File: src/hdl/pcsr_map.svh
/*
 Register offsets, field positions, reset codes and sizes of the pad
 configuration and signal routing block.
 Assumes byte addresses on a 12-bit APB address, one 32-bit word per register.
*/
`ifndef PCSR_MAP_SVH
`define PCSR_MAP_SVH

`define PCSR_NPADS        22
`define PCSR_NPI          8
`define PCSR_NPO          8
`define PCSR_SEL_W        5
`define PCSR_RSEL_W       3
`define PCSR_CFG_W        9
`define PCSR_ADDR_W       12

// register byte offsets
`define PCSR_OFF_DOUT     12'h000
`define PCSR_OFF_OE       12'h004
`define PCSR_OFF_IN       12'h008
`define PCSR_OFF_ISTAT    12'h00c
`define PCSR_OFF_IMASK    12'h010
`define PCSR_OFF_ITYPE    12'h014
`define PCSR_OFF_IPOL     12'h018
`define PCSR_OFF_HOLD     12'h01c
`define PCSR_OFF_CFG0     12'h040
`define PCSR_OFF_ISEL0    12'h100

// pad config word fields
`define PCSR_CF_FUNC_LO   0
`define PCSR_CF_FUNC_HI   1
`define PCSR_CF_IE        2
`define PCSR_CF_WPU       3
`define PCSR_CF_WPD       4
`define PCSR_CF_REN       5
`define PCSR_CF_RSEL_LO   6
`define PCSR_CF_RSEL_HI   8

// function selector codes
`define PCSR_FN_FIX0      2'h0
`define PCSR_FN_GPIO      2'h1
`define PCSR_FN_FIX2      2'h2

// reset configuration codes; 5 stands for 1*, 6 for 0*
`define PCSR_RC_0         3'h0
`define PCSR_RC_1         3'h1
`define PCSR_RC_2         3'h2
`define PCSR_RC_3         3'h3
`define PCSR_RC_4         3'h4
`define PCSR_RC_1S        3'h5
`define PCSR_RC_0S        3'h6

// per-pad reset codes, pad 21 leftmost
`define PCSR_RESET_TABLE  {`PCSR_RC_4, `PCSR_RC_3, `PCSR_RC_0S, `PCSR_RC_0, \
                           `PCSR_RC_3, `PCSR_RC_3, `PCSR_RC_3, `PCSR_RC_3, \
                           `PCSR_RC_3, `PCSR_RC_3, `PCSR_RC_0, `PCSR_RC_1, \
                           `PCSR_RC_3, `PCSR_RC_1, `PCSR_RC_1, `PCSR_RC_1S, \
                           `PCSR_RC_1, `PCSR_RC_1, `PCSR_RC_1, `PCSR_RC_1, \
                           `PCSR_RC_0, `PCSR_RC_0}

// the two usb pads
`define PCSR_USB_DM_PAD   18
`define PCSR_USB_DP_PAD   19

`endif

File: src/hdl/pcsr_pkg.sv
/*
 Types of the pad configuration and signal routing block.
 Assumes pcsr_map.svh is on the include path.
*/
`include "pcsr_map.svh"

package pcsr_pkg;

   typedef logic [`PCSR_NPADS-1:0]                  pcsr_pads_type;
   typedef logic [`PCSR_CFG_W-1:0]                  pcsr_cfg_type;
   typedef logic [`PCSR_NPADS-1:0][`PCSR_CFG_W-1:0] pcsr_cfg_arr_type;
   typedef logic [`PCSR_NPI-1:0][`PCSR_SEL_W-1:0]   pcsr_isel_arr_type;
   typedef logic [`PCSR_NPI-1:0]                    pcsr_pi_type;
   typedef logic [`PCSR_NPO-1:0]                    pcsr_po_type;
   typedef logic [`PCSR_ADDR_W-1:0]                 pcsr_addr_type;

endpackage

File: src/hdl/pcsr_sync.sv
/*
 Three-stage synchroniser for a vector of pad inputs with agreement filter.
 Assumes asynchronous inputs; output rises once stages two and three are both high, falls as soon as they differ.
*/
`timescale 1ns/100ps

module pcsr_sync #(
   parameter int W = 1
) (
   input  wire logic         clk_sys,
   input  wire logic         rst,
   input  wire logic         ce,
   input  wire logic [W-1:0] d,
   output logic      [W-1:0] q
);

   typedef struct packed {
      logic [W-1:0] s1;
      logic [W-1:0] s2;
      logic [W-1:0] s3;
      logic [W-1:0] q;
   } pcsr_sync_st_type;

   pcsr_sync_st_type s_r;
   pcsr_sync_st_type s_nxt;

   always_comb begin
      s_nxt = s_r;
      if (ce) begin
         s_nxt.s1 = d;
         s_nxt.s2 = s_r.s1;
         s_nxt.s3 = s_r.s2;
         // a bit sets when stages two and three are both high, clears when they differ, holds when both low
         s_nxt.q  = (s_r.q & ~(s_r.s2 ^ s_r.s3)) | (s_r.s2 & s_r.s3);
      end
      if (rst) begin
         s_nxt = '0;
      end
   end

   always_ff @(posedge clk_sys) begin
      s_r <= s_nxt;
   end

   assign q = s_r.q;

endmodule

File: src/hdl/pcsr_top.sv
/*
 Pad configuration and signal routing for 22 general-purpose pads: function
 selection, buffer enables, pulls, hold, readback, pad interrupts and routing
 of peripheral signals to and from any pad, behind an APB slave.
 Assumes pads, fixed functions, peripherals and the usb controller are outside;
 pad_in is asynchronous, all other inputs are on clk_sys.
 // Function
 // - twenty-two pads, each function chosen by configuration registers
 // - each pad selects pull-up, pull-down, or neither (high impedance)
 // - input pad level is readable by software through a register
 // - each input pad can interrupt on an edge or a level
 // - pads bidirectional, non-inverting, separate buffers, enable tristates driver
 // - hold freezes a pad's present configuration and output level
 // - any peripheral input from any pad, any output onto any pad
 // - direct selector among three fixed functions, index one is plain pad use
 // - reset code 0 input off high impedance; code 1 input on high impedance
 // - reset code 2 enables input buffer and weak pull-down
 // - reset code 3 enables input buffer and weak pull-up
 // - reset code 4 enables output driver and weak pull-up
 // - code 0* input off, own pull-up clear, usb pull-up keeps pad high
 // - code 1* input on, pull-up only when debug-pad fuse clear
 // - after reset every pad takes its code from the reset table
 // - usb pad pull-up is own pull-up OR usb controller pull-up
 // - usb pull-up request comes from a dedicated controller bit
*/
`timescale 1ns/100ps

module pcsr_top
   import pcsr_pkg::*;
(
   input  wire logic                   clk_sys,
   input  wire logic                   rst,
   input  wire logic                   ce,
   input  wire logic                   psel,
   input  wire logic                   penable,
   input  wire logic                   pwrite,
   input  wire pcsr_pkg::pcsr_addr_type paddr,
   input  wire logic [31:0]            pwdata,
   output logic      [31:0]            prdata,
   output logic                        pready,
   output logic                        pslverr,
   input  wire pcsr_pkg::pcsr_pads_type pad_in,
   output pcsr_pkg::pcsr_pads_type      pad_out,
   output pcsr_pkg::pcsr_pads_type      pad_oe,
   output pcsr_pkg::pcsr_pads_type      pad_ie,
   output pcsr_pkg::pcsr_pads_type      pad_pu,
   output pcsr_pkg::pcsr_pads_type      pad_pd,
   input  wire pcsr_pkg::pcsr_pads_type fn0_out,
   input  wire pcsr_pkg::pcsr_pads_type fn0_oe,
   input  wire pcsr_pkg::pcsr_pads_type fn2_out,
   input  wire pcsr_pkg::pcsr_pads_type fn2_oe,
   output pcsr_pkg::pcsr_pads_type      fix_in,
   input  wire pcsr_pkg::pcsr_po_type   peri_out,
   input  wire pcsr_pkg::pcsr_po_type   peri_oe,
   output pcsr_pkg::pcsr_pi_type        peri_in,
   input  wire logic                   usb_dplus_pullup_ctl,
   input  wire logic                   fuse_debug_pads_off,
   output logic                        irq
);

   import pcsr_pkg::*;

   typedef struct packed {
      pcsr_pads_type     dout;
      pcsr_pads_type     gen_oe;
      pcsr_pads_type     istat;
      pcsr_pads_type     imask;
      pcsr_pads_type     itype;
      pcsr_pads_type     ipol;
      pcsr_pads_type     hold;
      pcsr_pads_type     prev;
      pcsr_cfg_arr_type  cfg;
      pcsr_isel_arr_type isel;
      pcsr_pads_type     p_out;
      pcsr_pads_type     p_oe;
      pcsr_pads_type     p_ie;
      pcsr_pads_type     p_pu;
      pcsr_pads_type     p_pd;
      pcsr_pads_type     fin;
      pcsr_pi_type       pin;
      logic [31:0]       rdata;
      logic              ready;
      logic              err;
      logic              irq;
   } pcsr_st_type;

   pcsr_st_type   s_r;
   pcsr_st_type   s_nxt;
   pcsr_pads_type sync_q;

   localparam logic [3*`PCSR_NPADS-1:0] RST_TABLE = `PCSR_RESET_TABLE;

   // config word for a reset code; function one always selected
   function automatic pcsr_cfg_type cfg_from_code(input logic [2:0] code,
                                                  input logic fuse);
      pcsr_cfg_type c;
      c = '0;
      c[`PCSR_CF_FUNC_HI:`PCSR_CF_FUNC_LO] = `PCSR_FN_GPIO;
      case (code)
         `PCSR_RC_0: begin
            c[`PCSR_CF_IE] = 1'b0;
         end
         `PCSR_RC_1: begin
            c[`PCSR_CF_IE] = 1'b1;
         end
         `PCSR_RC_2: begin
            c[`PCSR_CF_IE]  = 1'b1;
            c[`PCSR_CF_WPD] = 1'b1;
         end
         `PCSR_RC_3: begin
            c[`PCSR_CF_IE]  = 1'b1;
            c[`PCSR_CF_WPU] = 1'b1;
         end
         `PCSR_RC_4: begin
            c[`PCSR_CF_WPU] = 1'b1;
         end
         `PCSR_RC_1S: begin
            c[`PCSR_CF_IE]  = 1'b1;
            c[`PCSR_CF_WPU] = ~fuse;
         end
         `PCSR_RC_0S: begin
            c[`PCSR_CF_WPU] = 1'b0;
         end
         default: begin
            c[`PCSR_CF_IE] = 1'b0;
         end
      endcase
      return c;
   endfunction

   // index of a register array slot, or all ones when outside the array
   function automatic int slot(input pcsr_addr_type a, input pcsr_addr_type base,
                               input int n);
      pcsr_addr_type d;
      d = a - base;
      if (a >= base && a[1:0] == 2'h0 && int'(d[`PCSR_ADDR_W-1:2]) < n) begin
         return int'(d[`PCSR_ADDR_W-1:2]);
      end
      return -1;
   endfunction

   pcsr_sync #(
      .W (`PCSR_NPADS)
   ) u_sync (
      .clk_sys (clk_sys),
      .rst     (rst),
      .ce      (ce),
      .d       (pad_in),
      .q       (sync_q)
   );

   always_comb begin
      logic          acc;
      logic          wr;
      logic          hit;
      logic [31:0]   rd;
      pcsr_pads_type clr;
      pcsr_pads_type ev;
      pcsr_pads_type wdat;
      logic [1:0]    fn;
      logic [2:0]    rsel;
      logic [2:0]    code;
      logic [`PCSR_SEL_W-1:0] isel;
      int            cs;
      int            is;
      acc  = psel & penable;
      wr   = 1'b0;
      hit  = 1'b0;
      rd   = '0;
      clr  = '0;
      ev   = '0;
      wdat = pwdata[`PCSR_NPADS-1:0];
      fn   = '0;
      rsel = '0;
      code = '0;
      isel = '0;
      cs   = slot(paddr, `PCSR_OFF_CFG0, `PCSR_NPADS);
      is   = slot(paddr, `PCSR_OFF_ISEL0, `PCSR_NPI);
      s_nxt = s_r;
      if (ce) begin
         // read decode, done one cycle ahead of the completing edge
         hit = 1'b1;
         case (paddr)
            `PCSR_OFF_DOUT:  rd[`PCSR_NPADS-1:0] = s_r.dout;
            `PCSR_OFF_OE:    rd[`PCSR_NPADS-1:0] = s_r.gen_oe;
            `PCSR_OFF_IN:    rd[`PCSR_NPADS-1:0] = s_r.fin & s_r.p_ie;
            `PCSR_OFF_ISTAT: rd[`PCSR_NPADS-1:0] = s_r.istat;
            `PCSR_OFF_IMASK: rd[`PCSR_NPADS-1:0] = s_r.imask;
            `PCSR_OFF_ITYPE: rd[`PCSR_NPADS-1:0] = s_r.itype;
            `PCSR_OFF_IPOL:  rd[`PCSR_NPADS-1:0] = s_r.ipol;
            `PCSR_OFF_HOLD:  rd[`PCSR_NPADS-1:0] = s_r.hold;
            default: begin
               if (cs >= 0) begin
                  rd[`PCSR_CFG_W-1:0] = s_r.cfg[cs];
               end else if (is >= 0) begin
                  rd[`PCSR_SEL_W-1:0] = s_r.isel[is];
               end else begin
                  hit = 1'b0;
               end
            end
         endcase
         // one wait state: answer prepared, then completed on the next edge
         if (acc && !s_r.ready) begin
            s_nxt.ready = 1'b1;
            s_nxt.rdata = hit ? rd : '0;
            s_nxt.err   = ~hit;
         end else begin
            s_nxt.ready = 1'b0;
            s_nxt.err   = 1'b0;
         end
         wr = acc & s_r.ready & pwrite & ~s_r.err;
         if (wr) begin
            case (paddr)
               `PCSR_OFF_DOUT:  s_nxt.dout   = wdat;
               `PCSR_OFF_OE:    s_nxt.gen_oe = wdat;
               `PCSR_OFF_ISTAT: clr          = wdat;
               `PCSR_OFF_IMASK: s_nxt.imask  = wdat;
               `PCSR_OFF_ITYPE: s_nxt.itype  = wdat;
               `PCSR_OFF_IPOL:  s_nxt.ipol   = wdat;
               `PCSR_OFF_HOLD:  s_nxt.hold   = wdat;
               default: begin
                  if (cs >= 0) begin
                     s_nxt.cfg[cs] = pwdata[`PCSR_CFG_W-1:0];
                  end else if (is >= 0) begin
                     s_nxt.isel[is] = pwdata[`PCSR_SEL_W-1:0];
                  end
               end
            endcase
         end

         s_nxt.fin  = sync_q;
         s_nxt.prev = s_r.fin;
         for (int i = 0; i < `PCSR_NPADS; i++) begin
            // itype 1 = level, ipol 1 = high level or rising edge
            if (s_r.itype[i]) begin
               ev[i] = s_r.cfg[i][`PCSR_CF_IE] & (s_r.fin[i] == s_r.ipol[i]);
            end else begin
               ev[i] = s_r.cfg[i][`PCSR_CF_IE] & (s_r.fin[i] ^ s_r.prev[i])
                       & (s_r.fin[i] == s_r.ipol[i]);
            end
            // held pads keep every pad-facing output as it stands
            if (!s_r.hold[i]) begin
               fn   = s_r.cfg[i][`PCSR_CF_FUNC_HI:`PCSR_CF_FUNC_LO];
               rsel = s_r.cfg[i][`PCSR_CF_RSEL_HI:`PCSR_CF_RSEL_LO];
               case (fn)
                  `PCSR_FN_FIX0: begin
                     s_nxt.p_out[i] = fn0_out[i];
                     s_nxt.p_oe[i]  = fn0_oe[i];
                  end
                  `PCSR_FN_GPIO: begin
                     if (s_r.cfg[i][`PCSR_CF_REN]) begin
                        s_nxt.p_out[i] = peri_out[rsel];
                        s_nxt.p_oe[i]  = peri_oe[rsel];
                     end else begin
                        s_nxt.p_out[i] = s_r.dout[i];
                        s_nxt.p_oe[i]  = s_r.gen_oe[i];
                     end
                  end
                  `PCSR_FN_FIX2: begin
                     s_nxt.p_out[i] = fn2_out[i];
                     s_nxt.p_oe[i]  = fn2_oe[i];
                  end
                  default: begin
                     s_nxt.p_out[i] = 1'b0;
                     s_nxt.p_oe[i]  = 1'b0;
                  end
               endcase
               s_nxt.p_ie[i] = s_r.cfg[i][`PCSR_CF_IE];
               s_nxt.p_pd[i] = s_r.cfg[i][`PCSR_CF_WPD];
               s_nxt.p_pu[i] = s_r.cfg[i][`PCSR_CF_WPU];
               if (i == `PCSR_USB_DM_PAD || i == `PCSR_USB_DP_PAD) begin
                  s_nxt.p_pu[i] = s_r.cfg[i][`PCSR_CF_WPU]
                                  | usb_dplus_pullup_ctl;
               end
            end
         end
         // peripheral inputs from any pad; out-of-range selection reads low
         for (int k = 0; k < `PCSR_NPI; k++) begin
            isel = s_r.isel[k];
            s_nxt.pin[k] = (int'(isel) < `PCSR_NPADS) ? s_r.fin[isel] : 1'b0;
         end
         // new events win over a clear in the same cycle
         s_nxt.istat = (s_r.istat & ~clr) | ev;
         s_nxt.irq   = |(s_nxt.istat & s_r.imask);
      end
      if (rst) begin
         s_nxt = '0;
         for (int i = 0; i < `PCSR_NPADS; i++) begin
            code = RST_TABLE[3*i +: 3];
            s_nxt.cfg[i]    = cfg_from_code(code, fuse_debug_pads_off);
            s_nxt.gen_oe[i] = (code == `PCSR_RC_4);
            s_nxt.isel      = '1;
         end
         // pad outputs settle from the config on the first enabled cycle
      end
   end

   always_ff @(posedge clk_sys) begin
      s_r <= s_nxt;
   end

   assign prdata  = s_r.rdata;
   assign pready  = s_r.ready;
   assign pslverr = s_r.err;
   assign pad_out = s_r.p_out;
   assign pad_oe  = s_r.p_oe;
   assign pad_ie  = s_r.p_ie;
   assign pad_pu  = s_r.p_pu;
   assign pad_pd  = s_r.p_pd;
   assign fix_in  = s_r.fin;
   assign peri_in = s_r.pin;
   assign irq     = s_r.irq;

endmodule

File: config.mk
export PLATFORM = sky130hd
export DESIGN_NAME = pcsr_top
export DESIGN_NICKNAME = d
export VERILOG_FILES = /design/src/hdl/pcsr_pkg.sv /design/src/hdl/pcsr_sync.sv /design/src/hdl/pcsr_top.sv
export VERILOG_INCLUDE_DIRS = /design/src /design/src/hdl
export SDC_FILE = /design/constraint.sdc
export NUM_CORES = 2
export LEC_CHECK = 0
export ABC_AREA = 1
export BUFFER_PORTS_ARGS = -buffer_cell sky130_fd_sc_hd__buf_4
export CORE_MARGIN = 4
export CORE_UTILIZATION = 45
export DETAILED_ROUTE_END_ITERATION = 16
export HOLD_SLACK_MARGIN = 0.03
export PLACE_DENSITY_LB_ADDON = 0.05
export RECOVER_POWER = 25
export SYNTH_ARGS = -nofsm -noshare
export SYNTH_HDL_FRONTEND = slang
export SYNTH_HIERARCHICAL = 1
export SYNTH_SLANG_ARGS = --single-unit
File: constraint.sdc
create_clock -name clk_sys -period 2.6 [get_ports clk_sys]
set_input_delay 0.26 -clock clk_sys [delete_from_list [all_inputs] [get_ports clk_sys]]
set_output_delay 0.26 -clock clk_sys [all_outputs]
set_load 0.02 [all_outputs]
; Yosys cells after proc, flatten, opt, wreduce, memory -nomap -nowiden
; Index checks and enable logic that the tools add are counted.
[word_totals]
output_inout_bits = 175
reg_bits = 677
elab_cells = 878
in_bits = 178
[op_classes]
reduce_logical = 70
eq_ne = 74
bitwise_logic = 131
add_sub_neg = 2
muxes = 394
magnitude_cmp = 48
[op_table]
columns = operator, n
row1 = $mux W273, 2
row2 = $mux W1, 264
row3 = $bwmux W198, 1
row4 = $mux W98, 2
row5 = $bmux W1 S3, 44
row6 = $pmux W1 S3, 44
row7 = $ge A32 B1 Y1 const B, 4
row8 = $and A22 B22 Y22, 5
row9 = $pmux W13 S8, 1
row10 = $mux W32, 3
row11 = $lt A3 B4 Y1 const B, 22
row12 = $mux W22, 4
row13 = $mux W40, 2
row14 = $pmux W9 S8, 1
row15 = $and A1 B1 Y1, 70
row16 = $mux W58, 1
row17 = $eq A12 B5 Y1 const B, 4
row18 = $lt A5 B6 Y1 const B, 8
row19 = $logic_not A2 Y1, 23
row20 = $reduce_and A2 Y1, 23
row21 = $bmux W9 S5, 1
row22 = $demux W9 S5, 1
row23 = $eq A2 B1 Y1 const B, 22
row24 = $eq A2 B2 Y1 const B, 22
row25 = other kinds (38), 145

; Longest topological paths before layout
[depth]
word_depth = 16
ltp_mapped = 20
depth_no_buf = 19

; Hierarchy
; The synthesis kept the hierarchy.
[by_module_without_submodules]
columns = module, n_inst, cells_each, area_each_um2, seq_area_each_um2
row1 = pcsr_top, 1, 4680, 32012.0, 11601.1
row2 = pcsr_sync, 1, 448, 3602.2, 1761.7

; Least setup slack after synthesis
; No wires, ideal clock.
[synth_timing]
path_type = input -> register
startpoint = in paddr[6]
endpoint = reg s_r[320] (netlist bit)
arrival_time_ns = 2.189
path_stages = 16
setup_ns = 0.120
n_path_buf = 1
setup_slack_ns = 0.291
required_time_ns = 2.480
path_cell_list = inv_1 -> ha_1 -> nand2_1 -> nor2_1 -> nand3_1 -> nor2_4 -> nand2_4 -> nor2_8 -> inv_4 -> nor3_4 -> inv_2 -> nor2_8 -> inv_2 -> buf_6 -> o21ai_2 -> a21oi_2
[synth_via]
elab_chain_len = 10
elab_cells_between_ends = 25
cone_classes = 1 x add/sub / 5 x order compare / 6 x eq/ne / 6 x mux / 1 x bitwise / 6 x reduce/logical
[synth_rtl]
columns = element, line_no
row1 = from (decl), pcsr_top.sv:37  ; input wire pcsr_pkg::pcsr_addr_type paddr,
row2 = $sub A12 B7 Y12 or $ge A12 B7 Y1 (tied branches), "pcsr_top.sv:135, pcsr_top.sv:136"
row3 = $lt A10 B5 Y1 or $logic_and A1 B1 Y1 (tied branches), pcsr_top.sv:136  ; if (a >= base && a[1:0] == 2'h0 && int'(d[`PCSR_ADDR_W-1:2]) < n) begin
row4 = $logic_and A1 B1 Y1, pcsr_top.sv:136
row5 = $mux W10 or $mux W1 (tied branches), pcsr_top.sv:136
row6 = $mux W32, pcsr_top.sv:139  ; return -1;
row7 = $ge A32 B1 Y1 or $lt A32 B7 Y1 (tied branches), "pcsr_top.sv:222, pcsr_top.sv:223"
row8 = $logic_and A1 B1 Y1, pcsr_top.sv:223  ; s_nxt.cfg[cs] = pwdata[`PCSR_CFG_W-1:0];
row9 = $mux W9, pcsr_top.sv:223
row10 = $demux W9 S5, pcsr_top.sv:223
row11 = $bwmux W198, pcsr_top.sv:223
row12 = to (signal assigned), pcsr_top.sv:299  ; s_r <= s_nxt;
row13 = to (decl), pcsr_top.sv:87  ; pcsr_st_type s_r;
; Parallel ways exist; a longest one is shown, timed or not.
; A chain may end at the register's enable or synchronous reset.

; Worst setup path after layout
[layout_timing]
startpoint = reg s_r, in the netlist pslverr
endpoint = reg s_r[200] (netlist bit)
[layout_via]
elab_chain_len = 3
[layout_rtl]
columns = element, line_no
row1 = $not A1 Y1, pcsr_top.sv:211  ; wr = acc & s_r.ready & pwrite & ~s_r.err;
row2 = $and A1 B1 Y1, pcsr_top.sv:211
row3 = $reduce_and A5 Y1 (no source line), -
; Every way passes these cells.

==> results.md <==
* Leak at 16.8 nW
* Fillers at 7,875
* Synthesis-stage register bit count at 667
* Worst setup startpoint: pslverr$_SDFFE_PP0P_
* Final Hold Fails at 0
* Synth Instances at 5,128
* Peak VDD IR at 0.471 mV
* Most common cell after layout, fill and taps aside: o21ai_0
* Root Driver: clkbuf_16
* Max_cap viols at 2
* Cts bufs inserted at 76
* Final Cell Area at 0.0414 sq mm
* Kind of critical path: reg -> reg
* Warnings, synthesis at 6
* Crit Reg-Reg Startpoint: pslverr$_SDFFE_PP0P_
* Mean Syn Cell Area at 6.95 sq um
* Worst-Margin Slew at 1.54 ns
* # DRC at 0
* Largest net degree at the start of global routing at 156
* CP Data Arrival Time at 2.99 ns
* Int Pwr at 17.3 mW
* R2R depth at 11
* Synthesis-to-layout area growth at 16.3%
* HP Class: in -> reg
* CP Capture Point: s_r[200]$_SDFFE_PP1P_
* Slew Limit Headroom at -2.34%
* Post-synth cell types at 54
* Die Span Y at 289 microns
* Final Critical Period at 2.49 ns
* Clock sinks at 667
* Antenna Nets Post-Route at 0
* CP Capture Type: flip-flop
* Initial antenna violation count at 5
* Fin Setup TNS at 0 ns
* Routability cong. at 0.991
* Reg area at 0.0134 sq mm
* Die width at 289 microns
* Site Rows at 102
* Most used DFF post-synth: dfxtp_1
* Post-synth EDFFs at 1
* Net count, final at 5,533
* Layout cells sized above 1 at 12.8%
* Net Sw Power at 6.35 mW
* Dpl hpwl at 107,000 microns
* Startpoint type of the worst setup path: flip-flop
* Vias in the first global route at 33,300
* Sequential area share after synthesis at 37.5%
* I/O pins at 353
* Initial Utilization at 45.7%
* Clk slew on worst S/H paths at 0.06 ns
* Wirelength per Cell at 23.7 microns
* Most frequent cells in the layout: 866 x o21ai_0, 800 x a21oi_1, 738 x nand2_1
* Clock Power Share at 46.2%
* Synth async-reset ratio at 0%
* Fmax at 0.401 GHz
* Tot GR Track Use at 34.8%
* Critical Path RT at 3.10 ns
* Status: finished with violations
* Failing checks: capacitance limit, slew limit
* CTS max path bufs at 3
* Final WL at 152,000 microns
* Combinational share of power at 9.2%
* Htree depth at 3
* Core area at 0.0780 sq mm
* Setup slack, reg-to-reg at 0.11 ns
* GR Overflow Total at 0
* Final Cycle Share at 95.9%
* Seq pwr share at 44.6%
* Setup Fix Bufs, Post-CTS at 0
* # setup viols final at 0
* Port buffer count at 332
* Pwr Density at 571 mW/mm^2
* Final Core Density at 53.1%
* Vias at 37,700
* First-pass GRT wire length at 219,000 microns
* Post-Route Skew at 0.0181 ns
* Switching share of total power at 26.8%
* CTS tree: yes
* Via density at 5.87
* Pre-Repair DR Iteration Count at 7
* Mapped cell area at 0.0356 sq mm
* DP Area at 0.0390 sq mm
* Final slew viol count at 211
* Drt initial violations at 5,257
* FF-to-FF End: s_r[200]$_SDFFE_PP1P_
* CP Max Fanout at 10
* Area occupied by multi-input gates at 0.0176 sq mm
* Die area at 0.0837 sq mm
* Clk_lat worst skew at 0.64 ns
## registers in the layout, summed over array words and instances, names as in the netlist
register	count
fix_in	22
irq	1
pad_ie	22
pad_oe	22
pad_out	22
pad_pd	22
pad_pu	22
peri_in	8
prdata	22
pready	1
pslverr	1
s_r	414
u_sync/q	22
u_sync/s_r	66
## cells by family (layout without fill, tap and decap cells)
| family | count (synthesis) | count (layout) | share of synthesized area (%) |
|---|---|---|---|
| adders and majority gates | 28 | 28 | 0.984 |
| DFF | 667 | 667 | 37.5 |
| AOI/OAI and AO/OA | 2028 | 2028 | 30.9 |
| other | 1 | 12 | 0.0105 |
| and+or+nand+nor | 1413 | 1413 | 17.4 |
| buffers and inverters | 991 | 1238 | 13.2 |
## final cells by class
class | instances | share of cell area, %
clock buffer | 104 | 5.21
antenna | 2 | 0.0121
sequential | 667 | 32.3
inverter | 453 | 4.16
timing repair buffer | 650 | 11.9
multi-input combinational | 3479 | 42.5
tap | 1040 | 3.14
clock inverter | 31 | 0.801
## critical path, cell delays in order (launching register included)
cell and delay [ns]:
dfxtp_1 0.31, nand3b_2 0.28, nor2_2 0.15, nand2_1 0.14, inv_2 0.11, nand3_4 0.11, inv_1 0.10, nand2_1 0.18
nor3_2 0.49, nand2_2 0.27, nand2_1 0.12, o211ai_1 0.08
## synthesized netlist by cell type, drive strengths merged (3+ instances only)
| master | count | area [sq um] |
|---|---|---|
| clkbuf | 266 | 998 |
| o21ai | 878 | 4400 |
| a211oi | 40 | 345 |
| dfxtp | 666 | 13300 |
| nor2 | 345 | 1520 |
| o221ai | 3 | 26.3 |
| a21o | 10 | 75.1 |
| o211ai | 132 | 996 |
| a21oi | 801 | 4010 |
| o22ai | 113 | 707 |
| ha | 28 | 350 |
| nand4 | 59 | 375 |
| a31oi | 5 | 31.3 |
| nor3 | 13 | 141 |
| nand3 | 227 | 1180 |
| inv | 438 | 1660 |
| o2111ai | 8 | 70.1 |
| nand2 | 754 | 2880 |
| and3 | 3 | 18.8 |
| nor4 | 9 | 56.3 |
| buf | 272 | 1990 |
| a22o | 3 | 26.3 |
| o41ai | 12 | 105 |
| a221oi | 18 | 158 |
| clkinv | 15 | 56.3 |
## metrics by stage
stage / worst slack, ns / total power, mW / hold slack [ns] / cells
floorplan: 0.291 / 11.9 / 0.390 / 5137
global placement: -0.237 / 12.9 / 0.443 / 6242
detailed placement: -0.224 / 12.9 / 0.452 / 6242
CTS: 0.179 / 23.8 / 0.0301 / 6424
global route: -0.000225 / 24.3 / 0.0644 / 6425
finish: 0.107 / 23.7 / 0.0434 / 6426
## routing by layer
layer / global-route usage (%) / vias to the layer above / wire length, microns
li1: - / 17800 / -
met1: 47.6 / 17400 / 62200
met2: 52.9 / 2067 / 65400
met3: 7.64 / 391 / 16800
met4: 15.3 / 0 / 7580
met5: 0 / - / 0
## power by group through the flow
stage,registers (mW),logic (mW),clock network (mW)
after global routing,10.6,2.30,11.4
after CTS,10.5,2.19,11.1
after floorplan,10.7,1.16,0
after detailed placement,10.8,2.12,0
final,10.5,2.18,10.9
after global placement,10.8,2.11,0
## how the worst min path moves through the flow
| stage | from | endpoint | slack [ns] | cells after the start |
|---|---|---|---|---|
| 2_1_floorplan | pwdata[21] | s_r[566]$_SDFFE_PP1P_ | 0.39 | 2 |
| 3_3_place_gp | u_sync/q[4]$_SDFFE_PP0P_ | u_sync/q[4]$_SDFFE_PP0P_ | 0.44 | 2 |
| 3_5_place_dp | u_sync/q[13]$_SDFFE_PP0P_ | u_sync/q[13]$_SDFFE_PP0P_ | 0.45 | 2 |
| 4_1_cts | fn0_out[18] | pad_out[18]$_SDFFE_PP0P_ | 0.03 | 5 |
| 5_1_grt | fn0_oe[3] | pad_oe[3]$_SDFFE_PP0P_ | 0.06 | 5 |
| 6_report | fn0_out[18] | pad_out[18]$_SDFFE_PP0P_ | 0.04 | 5 |
## what timing repair did
action                                  CTS  global route
resized for setup                         0             1
hold endpoints to repair                121             0
endpoints found under the setup margin    0             3
hold buffers                             47             0
No activity file was read; power rests on OpenSTA's default activity.
